File: src/verilog/scr_pkg.sv
// Constants, field layouts and carrier types of the system control registers.
// Operation
// - Identification word read-only with five fields.
// - Nonmaskable set bit pends; reads pending state.
// - Nonmaskable handler entry clears; re-assertion re-pends.
// - Deferred call set bit pends; only way.
// - Deferred call clear bit write-only, removes pending.
// - Tick set bit pends; reads pending state.
// - Tick clear bit write-only, removes pending.
// - Debug bit reads zero outside debug state.
// - Any-interrupt flag excludes nonmaskable and faults.
// - Pending number is highest enabled, else zero.
// - Pending number honours base and fault masks.
// - Return-to-base clear while preempted actives remain.
// - Active number follows program status; thread zero.
// - External line index is active number minus sixteen.
// - Table offset keeps bits 29:9, rest zero.
// - Offset bit 29 selects code or SRAM region.
// - Control word and table offset reset zero.
package scr_pkg;

    // ==========================================================
    // Register map, byte addresses within the block.
    localparam logic [11:0] OFS_ID = 12'h000;
    localparam logic [11:0] OFS_ICS = 12'h004;
    localparam logic [11:0] OFS_VTO = 12'h008;

    // ==========================================================
    // Identification fields; all default values are arbitrary.
    localparam logic [7:0] ID_IMPL = 8'h5a;
    localparam logic [3:0] ID_VARIANT = 4'h2;
    localparam logic [3:0] ID_CONST = 4'h7;
    localparam logic [11:0] ID_PART = 12'h5a3;
    localparam logic [3:0] ID_REV = 4'h2;

    // ==========================================================
    // Control word bit positions.
    localparam int B_NMI_SET = 31;
    localparam int B_DC_SET = 28;
    localparam int B_DC_CLR = 27;
    localparam int B_TK_SET = 26;
    localparam int B_TK_CLR = 25;
    localparam int B_DBG = 23;
    localparam int B_ANY = 22;
    localparam int B_PEND_LO = 12;
    localparam int B_RTB = 11;
    localparam int B_ACT_LO = 0;

    // ==========================================================
    // Table offset layout and reset values.
    localparam int B_VTO_LO = 9;
    localparam int B_VTO_REGION = 29;
    localparam logic [31:0] ICS_RESET = 32'h0000_0000;
    localparam logic [20:0] VTO_RESET = 21'h00_0000;
    localparam logic [8:0] EXT_LINE_BASE = 9'h010;
    localparam logic [31:0] READ_ZERO = 32'h0000_0000;

    // ==========================================================
    // Status supplied by the exception prioritisation logic.
    typedef struct packed {
        logic nmi_request;
        logic nmi_entry;
        logic deferred_entry;
        logic tick_event;
        logic tick_entry;
        logic debug_state;
        logic debug_view;
        logic any_irq_pending;
        logic [6:0] pend_number;
        logic [7:0] pend_priority;
        logic pend_fixed;
        logic [7:0] base_priority_mask;
        logic fault_mask_a;
        logic preempted_active;
        logic thread_mode;
        logic [8:0] active_number;
    } scr_core_s;

    // Bus access as seen by the register file.
    typedef struct packed {
        logic rd;
        logic [11:0] rd_addr;
        logic wr;
        logic [11:0] wr_addr;
    } scr_acc_s;

endpackage

File: src/verilog/scr_ahb_slave.sv
// AHB-Lite slave front end: address phase capture, zero wait states.
module scr_ahb_slave
(
    input wire logic hclk,
    input wire logic hresetn,
    input wire logic hsel,
    input wire logic [31:0] haddr,
    input wire logic [1:0] htrans,
    input wire logic hwrite,
    input wire logic hready,
    output logic hreadyout,
    output logic hresp,
    output scr_pkg::scr_acc_s acc
);

    // ==========================================================
    // State of the data phase.
    typedef struct packed {
        logic wr;
        logic [11:0] wr_addr;
        logic readyout;
        logic resp;
    } scr_ahb_s;

    scr_ahb_s st;
    scr_ahb_s next_st;
    logic take;

    // A transfer starts on NONSEQ or SEQ while the bus is ready.
    assign take = hsel & htrans[1] & hready;

    // Latch writes for their data phase; always OKAY, never wait.
    always_comb
    begin
        next_st = st;
        next_st.wr = take & hwrite;
        next_st.wr_addr = haddr[11:0];
        next_st.readyout = 1'b1;
        next_st.resp = 1'b0;
    end

    // Register the data phase.
    always_ff @(posedge hclk or negedge hresetn)
    begin
        if (!hresetn)
            st <= '{wr: 1'b0, wr_addr: 12'h000, readyout: 1'b1, resp: 1'b0};
        else
            st <= next_st;
    end

    // Reads are decoded in the address phase, writes in the data phase.
    assign acc.rd = take & ~hwrite;
    assign acc.rd_addr = haddr[11:0];
    assign acc.wr = st.wr;
    assign acc.wr_addr = st.wr_addr;
    assign hreadyout = st.readyout;
    assign hresp = st.resp;

endmodule

File: src/verilog/scr_pend_flag.sv
// Sticky pending flag in which a set beats a simultaneous clear.
module scr_pend_flag
(
    input wire logic hclk,
    input wire logic hresetn,
    input wire logic set_req,
    input wire logic clr_req,
    output logic pending,
    output logic next_pending
);

    // ==========================================================
    // State update.
    typedef struct packed {
        logic pending;
    } scr_flag_s;

    scr_flag_s st;
    scr_flag_s next_st;

    // A set in the clearing cycle keeps the flag high.
    always_comb
    begin
        next_st = st;
        next_st.pending = set_req | (st.pending & ~clr_req);
    end

    // Register the flag.
    always_ff @(posedge hclk or negedge hresetn)
    begin
        if (!hresetn)
            st <= '0;
        else
            st <= next_st;
    end

    assign pending = st.pending;
    assign next_pending = next_st.pending;

endmodule

File: src/verilog/scr_regs.sv
// Identification, interrupt control/state and table offset registers.
module scr_regs
(
    input wire logic hclk,
    input wire logic hresetn,
    input wire logic hsel,
    input wire logic [31:0] haddr,
    input wire logic [1:0] htrans,
    input wire logic hwrite,
    input wire logic [2:0] hsize,
    input wire logic [31:0] hwdata,
    input wire logic hready,
    output logic hreadyout,
    output logic hresp,
    output logic [31:0] hrdata,
    input wire scr_pkg::scr_core_s core,
    output logic nonmaskable_pending,
    output logic deferred_call_pending,
    output logic tick_pending,
    output logic [31:0] table_base_offset,
    output logic table_region_select,
    output logic [8:0] active_line_index,
    output logic active_line_valid
);

    // ==========================================================
    // Register state.
    typedef struct packed {
        logic [20:0] table_off;
        logic [31:0] rdata;
        logic [8:0] line_index;
        logic line_valid;
    } scr_regs_s;

    scr_regs_s st;
    scr_regs_s next_st;
    scr_pkg::scr_acc_s acc;
    logic ics_wr;
    logic nmi_set;
    logic nmi_now;
    logic nmi_next;
    logic dc_set;
    logic dc_clr;
    logic dc_now;
    logic dc_next;
    logic tk_set;
    logic tk_clr;
    logic tk_now;
    logic tk_next;
    logic [6:0] pend_view;
    logic [31:0] id_word;
    logic [31:0] ics_word;
    logic [31:0] vto_word;
    logic [20:0] next_table_off;

    // ==========================================================
    // Functions.

    // True when the register write targets the given offset.
    function automatic logic hit(input logic [11:0] addr,
                                 input logic [11:0] ofs);
        hit = (addr == ofs);
    endfunction

    // Masking of the pending exception by base priority and fault mask.
    // Fixed-priority exceptions are never masked; the primary priority
    // mask is deliberately not consulted.
    function automatic logic [6:0] masked_pending(
        input scr_pkg::scr_core_s c);
        logic blocked;
        blocked = 1'b0;
        if (!c.pend_fixed)
        begin
            if (c.fault_mask_a)
                blocked = 1'b1;
            else if (c.base_priority_mask != 8'h00 &&
                     c.pend_priority >= c.base_priority_mask)
                blocked = 1'b1;
        end
        masked_pending = blocked ? 7'h00 : c.pend_number;
    endfunction

    // Line index of an external interrupt, if the number is one.
    function automatic logic [8:0] line_of(input logic [8:0] num);
        line_of = num - scr_pkg::EXT_LINE_BASE;
    endfunction

    // ==========================================================
    // Bus front end.
    scr_ahb_slave u_bus
    (
        .hclk(hclk),
        .hresetn(hresetn),
        .hsel(hsel),
        .haddr(haddr),
        .htrans(htrans),
        .hwrite(hwrite),
        .hready(hready),
        .hreadyout(hreadyout),
        .hresp(hresp),
        .acc(acc)
    );

    // ==========================================================
    // Set and clear requests decoded from a control word write or from core events.
    // Zero bits have no effect; a write that sets and clears the same
    // exception at once leaves it pending.
    assign ics_wr = acc.wr & hit(acc.wr_addr, scr_pkg::OFS_ICS);
    assign nmi_set = (ics_wr & hwdata[scr_pkg::B_NMI_SET])
                     | core.nmi_request;
    assign dc_set = ics_wr & hwdata[scr_pkg::B_DC_SET];
    assign dc_clr = (ics_wr & hwdata[scr_pkg::B_DC_CLR])
                    | core.deferred_entry;
    assign tk_set = (ics_wr & hwdata[scr_pkg::B_TK_SET])
                    | core.tick_event;
    assign tk_clr = (ics_wr & hwdata[scr_pkg::B_TK_CLR])
                    | core.tick_entry;

    // ==========================================================
    // Pending flags of the three software-pendable exceptions.

    // Handler entry clears; a re-assertion in that cycle wins.
    scr_pend_flag u_nmi
    (
        .hclk(hclk),
        .hresetn(hresetn),
        .set_req(nmi_set),
        .clr_req(core.nmi_entry),
        .pending(nmi_now),
        .next_pending(nmi_next)
    );

    // Set only by a register write.
    scr_pend_flag u_deferred
    (
        .hclk(hclk),
        .hresetn(hresetn),
        .set_req(dc_set),
        .clr_req(dc_clr),
        .pending(dc_now),
        .next_pending(dc_next)
    );

    // Set by a write or by the tick timer.
    scr_pend_flag u_tick
    (
        .hclk(hclk),
        .hresetn(hresetn),
        .set_req(tk_set),
        .clr_req(tk_clr),
        .pending(tk_now),
        .next_pending(tk_next)
    );

    // ==========================================================
    // Read words.

    // Identification word is built from constants only.
    assign id_word = {scr_pkg::ID_IMPL, scr_pkg::ID_VARIANT,
                      scr_pkg::ID_CONST, scr_pkg::ID_PART,
                      scr_pkg::ID_REV};

    assign pend_view = masked_pending(core);

    // Control word; write-only clear bits and reserved bits read zero.
    // Pending bits use next values so a read straight after a write
    // sees its effect.
    always_comb
    begin
        ics_word = scr_pkg::READ_ZERO;
        ics_word[scr_pkg::B_NMI_SET] = nmi_next;
        ics_word[scr_pkg::B_DC_SET] = dc_next;
        ics_word[scr_pkg::B_TK_SET] = tk_next;
        ics_word[scr_pkg::B_DBG] = core.debug_state
                                   & core.debug_view;
        ics_word[scr_pkg::B_ANY] = core.any_irq_pending;
        ics_word[scr_pkg::B_PEND_LO +: 7] = pend_view;
        ics_word[scr_pkg::B_RTB] = ~core.preempted_active;
        ics_word[scr_pkg::B_ACT_LO +: 9] = core.thread_mode ? 9'h000
                                         : core.active_number;
    end

    // Table offset word; low bits and top two bits read zero.
    // Offset after this cycle's write; the read path and the state share
    // it, so a read straight after a write sees the new value without a
    // loop through the next-state process.
    assign next_table_off = (acc.wr && hit(acc.wr_addr, scr_pkg::OFS_VTO))
        ? hwdata[scr_pkg::B_VTO_LO +: 21] : st.table_off;

    always_comb
    begin
        vto_word = scr_pkg::READ_ZERO;
        vto_word[scr_pkg::B_VTO_LO +: 21] = next_table_off;
    end

    // ==========================================================
    // Next state.
    always_comb
    begin
        next_st = st;
        // Only the offset bits of the table register are writable;
        // writes elsewhere change nothing.
        next_st.table_off = next_table_off;
        // Read data are captured at the end of the address phase.
        if (acc.rd)
        begin
            case (acc.rd_addr)
                scr_pkg::OFS_ID: next_st.rdata = id_word;
                scr_pkg::OFS_ICS: next_st.rdata = ics_word;
                scr_pkg::OFS_VTO: next_st.rdata = vto_word;
                default: next_st.rdata = scr_pkg::READ_ZERO;
            endcase
        end
        // External line index of the active exception, if external.
        next_st.line_valid = ~core.thread_mode
            && core.active_number >= scr_pkg::EXT_LINE_BASE;
        next_st.line_index = next_st.line_valid
            ? line_of(core.active_number) : 9'h000;
    end

    // ==========================================================
    // Register update; both architectural registers reset to zero.
    always_ff @(posedge hclk or negedge hresetn)
    begin
        if (!hresetn)
        begin
            st.table_off <= scr_pkg::VTO_RESET;
            st.rdata <= scr_pkg::ICS_RESET;
            st.line_index <= 9'h000;
            st.line_valid <= 1'b0;
        end
        else
        begin
            st <= next_st;
        end
    end

    // ==========================================================
    // Outputs, all straight from flip-flops.
    assign hrdata = st.rdata;
    assign nonmaskable_pending = nmi_now;
    assign deferred_call_pending = dc_now;
    assign tick_pending = tk_now;
    assign table_base_offset = {2'b00, st.table_off, 9'h000};
    assign table_region_select = st.table_off[20];
    assign active_line_index = st.line_index;
    assign active_line_valid = st.line_valid;

    // Size is not checked: only whole-word transfers are used.
    logic unused_size;
    assign unused_size = ^hsize;

endmodule
File: config.mk
export PLATFORM = sky130hd
export DESIGN_NAME = scr_regs
export DESIGN_NICKNAME = d
export VERILOG_FILES = /design/src/verilog/scr_pkg.sv /design/src/verilog/scr_ahb_slave.sv /design/src/verilog/scr_pend_flag.sv /design/src/verilog/scr_regs.sv
export SDC_FILE = /design/constraint.sdc
export NUM_CORES = 1
export LEC_CHECK = 0
export BUFFER_PORTS_ARGS = -buffer_cell sky130_fd_sc_hd__buf_2
export CORE_UTILIZATION = 25
export DETAILED_ROUTE_END_ITERATION = 6
export MAX_ROUTING_LAYER = met4
export SKIP_CTS_REPAIR_TIMING = 1
export SLEW_MARGIN = 20
export SYNTH_ARGS = -nofsm -noshare
export SYNTH_HDL_FRONTEND = slang
export SYNTH_SLANG_ARGS = --single-unit
export TNS_END_PERCENT = 20
File: constraint.sdc
create_clock -name hclk -period 3.6 [get_ports hclk]
set_input_delay 0.18 -clock hclk [delete_from_list [all_inputs] [get_ports hclk]]
set_output_delay 0.18 -clock hclk [all_outputs]
set_load 0.02 [all_outputs]
==> results.md, run 1 <==
* Worst Hold Class: input pin to asynchronous set/reset pin
* Synthesized flop and latch total at 79
* Gate power share at 11.3%
* Place WS at 1.15 ns
* Layout area overhead at 36.2%
* Setup tns final at 0 ns
* Die area at 14300 sq um
* Post-synthesis sequential area ratio at 57.2%
* CORE AREA at 13300 sq um
* H-tree level count at 3
* Largest stage delay on the critical path at 0.71 ns
* Root Buffer: clkbuf_16
* Post-Syn Area at 3450 sq um
* Dpl cell area at 4350 sq um
* Fill count at 1385
* # IOs at 198
* Die X at 120 um
* Cell taking the most area after synthesis: dfrtp_1
* CTS max path bufs at 2
* Cell area power density at 413 nW/um^2
* Clock Skew at 0.00323 ns
* EDFF count, synth at 0
* Placed cells at 614
* Slew @ Worst Pin at 1.00 ns
* Tot GR Track Use at 13.7%
* Req. time, crit path at 3.86 ns
* Max_cap viols at 0
* Clock power frac at 40.8%
* Leakage at 2.52 nW
* Distinct cells, synth at 45
* Final #Nets at 587
* Critical path, cell by cell: dlygate4sd3_1, buf_2, nor4_1, and3_1, nand3_1, a21oi_1, a221o_1
* Post-synth ARST share at 100%
* Post-synth top area share at 57.2%
* Internal power at 1.48 mW
* Buf/Inv on CP at 2
* Layout cells sized above 1 at 41.4%
* Largest net degree at the start of global routing at 80
* Via density at 4.36
* Via count at 2781
* Worst setup SP type: input pin
* Critical Path Fanout Max at 7
* Min cycle time layout at 2.65 ns
* NetSw at 462 uW
* Placer Congestion at 0.740
* Delay-heaviest family, CP: simple AND/OR/NAND/NOR gates
* Peak VDD IR at 0.195 mV
* Final cell count without fillers at 638
* Share of power burned in registers at 48.0%
* Final core utilization at 35.2%
* First DRT Iteration DRCs at 93
* Grt ovf at 0
* Crit path kind: input pin to register
* Routed len/inst at 14.6 um
* Finished Cell Area at 4700 sq um
* Clk_lat worst skew at 0.33 ns
* Max Clock Freq at 377 MHz
* Clock transition at path regs at 0.05 ns
* Post-DRT Antenna Nets at 0
* Switch share at 23.8%
* First-pass GRT wire length at 14.4 mm
* I/O Buffers at 150
* Die height at 120 um
* Period Utilization, post-route at 73.7%
* Ys Warns at 0
* CTS Buf Count at 9
* # rows at 42
* RSZ-0062 raised after global routing: no
* Slew Viols, Final at 0
* Initial antenna violation count at 1
* Initial Utilization at 25.9%
* Main synth FF type: dfrtp_1
* Run status: completed
* Critical path arrival at 2.91 ns
* Final setup margin at 0.948 ns
* Final setup fails at 0
* CTS tree: built
* Critical-path top delay cell: a21oi_1
* Pre-antenna DRT Iters at 4
* Final hold vios at 0
* Sink Count at 79
* Post-detail-place hpwl at 6.85 mm
* DRC violations left at 0
* Avg Synthesized Cell Area at 11.6 sq um
* Drt total wl at 9.29 mm
* Max-Slew Margin vs Limit at 32.8%
* Kind of end point of the critical path: register
* Cells after Synth at 297
* Vias in the first global route at 2754
* Top cells by area, synth: dfrtp_1 (57%), mux2_2 (5.5%), ha_1 (3.6%)
==> worst paths after layout <==
kind,to,cells after the start,from,slack [ns]
max,hrdata[17]$_DFFE_PN0P_,7,haddr[0],0.95
min,hrdata[31]$_DFFE_PN0P_,1,hresetn,0.02
max reg2reg,hrdata[18]$_DFFE_PN0P_,6,u_bus.acc[10]$_DFF_PN0_,1.52
min reg2reg,hrdata[25]$_DFFE_PN0P_,2,hrdata[25]$_DFFE_PN0P_,0.46
max in group asynchronous,hrdata[19]$_DFFE_PN0P_,1,hresetn,2.94
min in group hclk,u_bus.acc[2]$_DFF_PN0_,1,haddr[2],0.06
==> per-layer routing <==
layer  GRT usage, %  share of wire [%]  vias to the layer above
met5              -                  0                        -
met1           16.4                 44                     1352
met3           3.94                5.7                        9
li1               -                  -                     1322
met4           4.45                1.3                        0
met2           22.2                 49                       98
==> synthesized netlist by cell type, types with 6 or more instances <==
| cell type | n |
|---|---|
| nand2_1 | 28 |
| nand3_1 | 7 |
| nand2b_1 | 9 |
| mux2_2 | 17 |
| inv_1 | 17 |
| a221o_1 | 8 |
| dfrtp_1 | 79 |
| a21oi_1 | 11 |
| o21ai_0 | 6 |
| ha_1 | 10 |
| buf_4 | 14 |
| a22o_1 | 7 |
| nor2_1 | 14 |
| clkbuf_1 | 8 |
| and2_1 | 9 |
==> flip-flops by register name, summed over array words and instances (netlist names) <==
register and count:
u_bus.acc 13, u_tick.pending 1, active_line_valid 1, u_nmi.pending 1, table_base_offset 21, u_deferred.pending 1, active_line_index 9, hrdata 32
==> kinds of logic after synthesis <==
group	synth area share, %
AO/OA/AOI/OAI	9.10
XOR/XNOR	0.761
adder cells (fa/ha/maj)	3.62
buffers and inverters	6.09
flip-flops	57.2
multiplexers	7.28
other	0.217
AND/OR/NAND/NOR	15.7
==> cell type report <==
cell class | count | area, sq um | area share (%)
timing repair buffer | 163 | 876 | 18.6
clock inverter | 2 | 10.0 | 0.213
inverter | 17 | 63.8 | 1.36
sequential | 79 | 1980 | 42.0
multi-input combinational | 189 | 1310 | 27.9
antenna | 1 | 2.50 | 0.0532
clock buffer | 11 | 243 | 5.16
tap | 176 | 220 | 4.68
==> power groups by stage <==
stage | Combinational, mW | Clock [mW] | Sequential [mW]
after floorplan | 0.0815 | 0 | 0.976
final | 0.219 | 0.791 | 0.931
after detailed placement | 0.213 | 0 | 0.947
after global placement | 0.206 | 0 | 0.945
after CTS | 0.213 | 0.818 | 0.932
after global routing | 0.241 | 0.857 | 0.934
==> metrics by stage <==
| stage | power [mW] | hold WS, ns |
|---|---|---|
| 5_1_grt | 2.03 | 0.0487 |
| 2_1_floorplan | 1.06 | -0.116 |
| 4_1_cts | 1.96 | -0.0400 |
| 6_report | 1.94 | 0.0160 |
| 3_5_place_dp | 1.16 | 0.306 |
| 3_3_place_gp | 1.15 | 0.303 |
==> placed cells by master, fill, tap and decap left out, types with 2 or more instances in the layout <==
master / count
nor3_1: 3
nand4_1: 2
dfrtp_1: 79
a22o_1: 7
clkinv_2: 2
clkbuf_16: 9
nor4_1: 5
ha_1: 10
buf_4: 4
a21oi_1: 11
conb_1: 13
nor2b_1: 5
xnor2_1: 2
o21ai_0: 6
nor2_1: 14
buf_2: 149
inv_1: 17
mux2_4: 4
nand3_1: 7
or2_0: 5
mux2_2: 17
nand2_1: 28
and2_1: 9
nand2b_1: 9
and3_1: 3
dlygate4sd3_1: 10
a221o_1: 8
Note: power is estimated with default switching activity, not from simulation.
==> run 2, diff against run 1 <==
==> constraint.sdc (replaced) <==
create_clock -name hclk -period 2.7 [get_ports hclk]
set_input_delay 0.135 -clock hclk [delete_from_list [all_inputs] [get_ports hclk]]
set_output_delay 0.135 -clock hclk [all_outputs]
set_load 0.02 [all_outputs]
==> run 2 against run 1 <==
Effect of this change: largest cell class unchanged; utilization grew 0.74 points; register-to-register slack lost 0.90 ns; clock power increased by 47%; power up 39%; first-iteration DRC count rose by 19%; critical endpoint is now hrdata[15]$_DFFE_PN0P_; sequential cell count did not move; sequential share of layout area shrank 0.86 points.
==> results.md, run 2 (synthesis results as in run 1) <==
* Routed length on met3 at 548 um
* H-tree level count at 3
* DR top layer: met4
* Post-Route M1 WL at 4.01 mm
* Max_cap viols at 0
* Post-detail-place hpwl at 6.65 mm
* Worst hold stages at 3
* Commonest non-fill, non-tap cells in the layout: buf_2 (149), dfrtp_1 (79), nand2_1 (28)
* HP Start: core[40]
* Fill count at 1408
* Final setup fails at 0
* Reg area at 1980 sq um
* Kind of end point of the critical path: register
* Clock transition at path regs at 0.05 ns
* Initial Utilization at 25.9%
* Final hold vios at 0
* Cell area power density at 561 nW/um^2
* Reg-to-reg endpoint: hrdata[18]$_DFFE_PN0P_
* DRC violations left at 0
* Slew @ Worst Pin at 0.516 ns
* Sink Count at 79
* Via density at 4.37
* Req. time, crit path at 2.96 ns
* Clock Skew at 0.00365 ns
* # IOs at 198
* Clk_lat worst skew at 0.33 ns
* Crit Reg-Reg Startpoint: u_bus.acc[10]$_DFF_PN0_
* CTS tree: built
* First-pass GRT wire length at 14.4 mm
* Layout area overhead at 39.1%
* Place WS at 0.619 ns
* Max-Slew Margin vs Limit at 65.6%
* Final core utilization at 36.0%
* Largest net degree at the start of global routing at 80
* Die X at 120 um
* RSZ-0062 raised after global routing: no
* R2r setup slk at 0.62 ns
* Hold_ws at 0.0142 ns
* Final #Nets at 592
* Min cycle time layout at 2.21 ns
* CTS Buf Count at 9
* Leakage at 2.57 nW
* WHS Endpoint: u_tick.pending$_DFF_PN0_
* Die height at 120 um
* Initial antenna violation count at 2
* Crit path kind: input pin to register
* Grt ovf at 0
* Critical Path Fanout Max at 7
* Root Buffer: clkbuf_16
* Final setup margin at 0.493 ns
* Period Utilization, post-route at 81.7%
* Drt total wl at 9.11 mm
* Tot GR Track Use at 13.6%
* Met2 WL at 4.36 mm
* Max Clock Freq at 453 MHz
* Post-DRT Antenna Nets at 0
* Max FFs per register at 32
* # rows at 42
* Routed len/inst at 14.1 um
* Placer Congestion at 0.749
* CORE AREA at 13300 sq um
* Via count at 2824
* Pre-antenna DRT Iters at 4
* Die area at 14300 sq um
* Multi-input gate area at 1310 sq um
* Slew Viols, Final at 0
* First DRT Iteration DRCs at 111
* Run status: completed
* Vias in the first global route at 2778
* I/O Buffers at 150
* Most common cell after layout, fill and taps aside: buf_2
* Layout cells sized above 1 at 42.0%
* Peak VDD IR at 0.234 mV
* Worst Hold Class: input pin to register
* R2R cell count at 6
* Critical path arrival at 2.47 ns
* Setup tns final at 0 ns
* Worst setup SP type: input pin
* CTS max path bufs at 2
run 2: worst max-delay path by stage:
stage | from | end | slack (ns) | cells past startpoint
CTS | u_bus.acc[10]$_DFF_PN0_ | hrdata[18]$_DFFE_PN0P_ | 0.61 | 6
global placement | u_bus.acc[5]$_DFF_PN0_ | hrdata[18]$_DFFE_PN0P_ | 0.62 | 6
global route | haddr[1] | hrdata[15]$_DFFE_PN0P_ | 0.22 | 7
finish | haddr[1] | hrdata[15]$_DFFE_PN0P_ | 0.49 | 7
floorplan | u_bus.acc[10]$_DFF_PN0_ | hrdata[12]$_DFFE_PN0P_ | 0.82 | 6
detailed placement | u_bus.acc[10]$_DFF_PN0_ | hrdata[18]$_DFFE_PN0P_ | 0.62 | 6
run 2: final cells by class:
| type | instances | area share, % |
|---|---|---|
| clock inverters | 2 | 0.260 |
| well taps | 176 | 4.58 |
| inverters | 17 | 1.33 |
| diodes | 1 | 0.0521 |
| multi-input cells | 189 | 27.3 |
| clock buffers | 14 | 5.91 |
| repair buffers | 168 | 19.4 |
| flip-flops and latches | 79 | 41.2 |
run 2: where the power goes:
part	total, mW	leakage [nW]	switching (mW)	internal, mW
logic	0.295	1.42	0.172	0.123
registers	1.24	1.01	0.0172	1.22
clock network	1.16	0.145	0.437	0.721
run 2: layer usage:
metal	track usage [%]	up-vias
met4	5.63	0
met2	21.5	115
met5	-	-
li1	-	1338
met1	16.5	1357
met3	3.37	14
run 2: critical path, cell delays in order:
cell           delay, ns
dlygate4sd3_1       0.55
buf_2               0.14
nor4_1              0.46
nand3_1             0.21
or4_1               0.63
nor2b_1             0.21
a221o_1             0.13
run 2: metrics by stage:
step / std cells / power [mW] / cell area [sq um]
finish: 646 / 2.70 / 4800
global route: 646 / 2.83 / 4800
CTS: 632 / 2.72 / 4660
detailed placement: 616 / 1.54 / 4360
global placement: 616 / 1.53 / 4360
floorplan: 308 / 1.41 / 3490
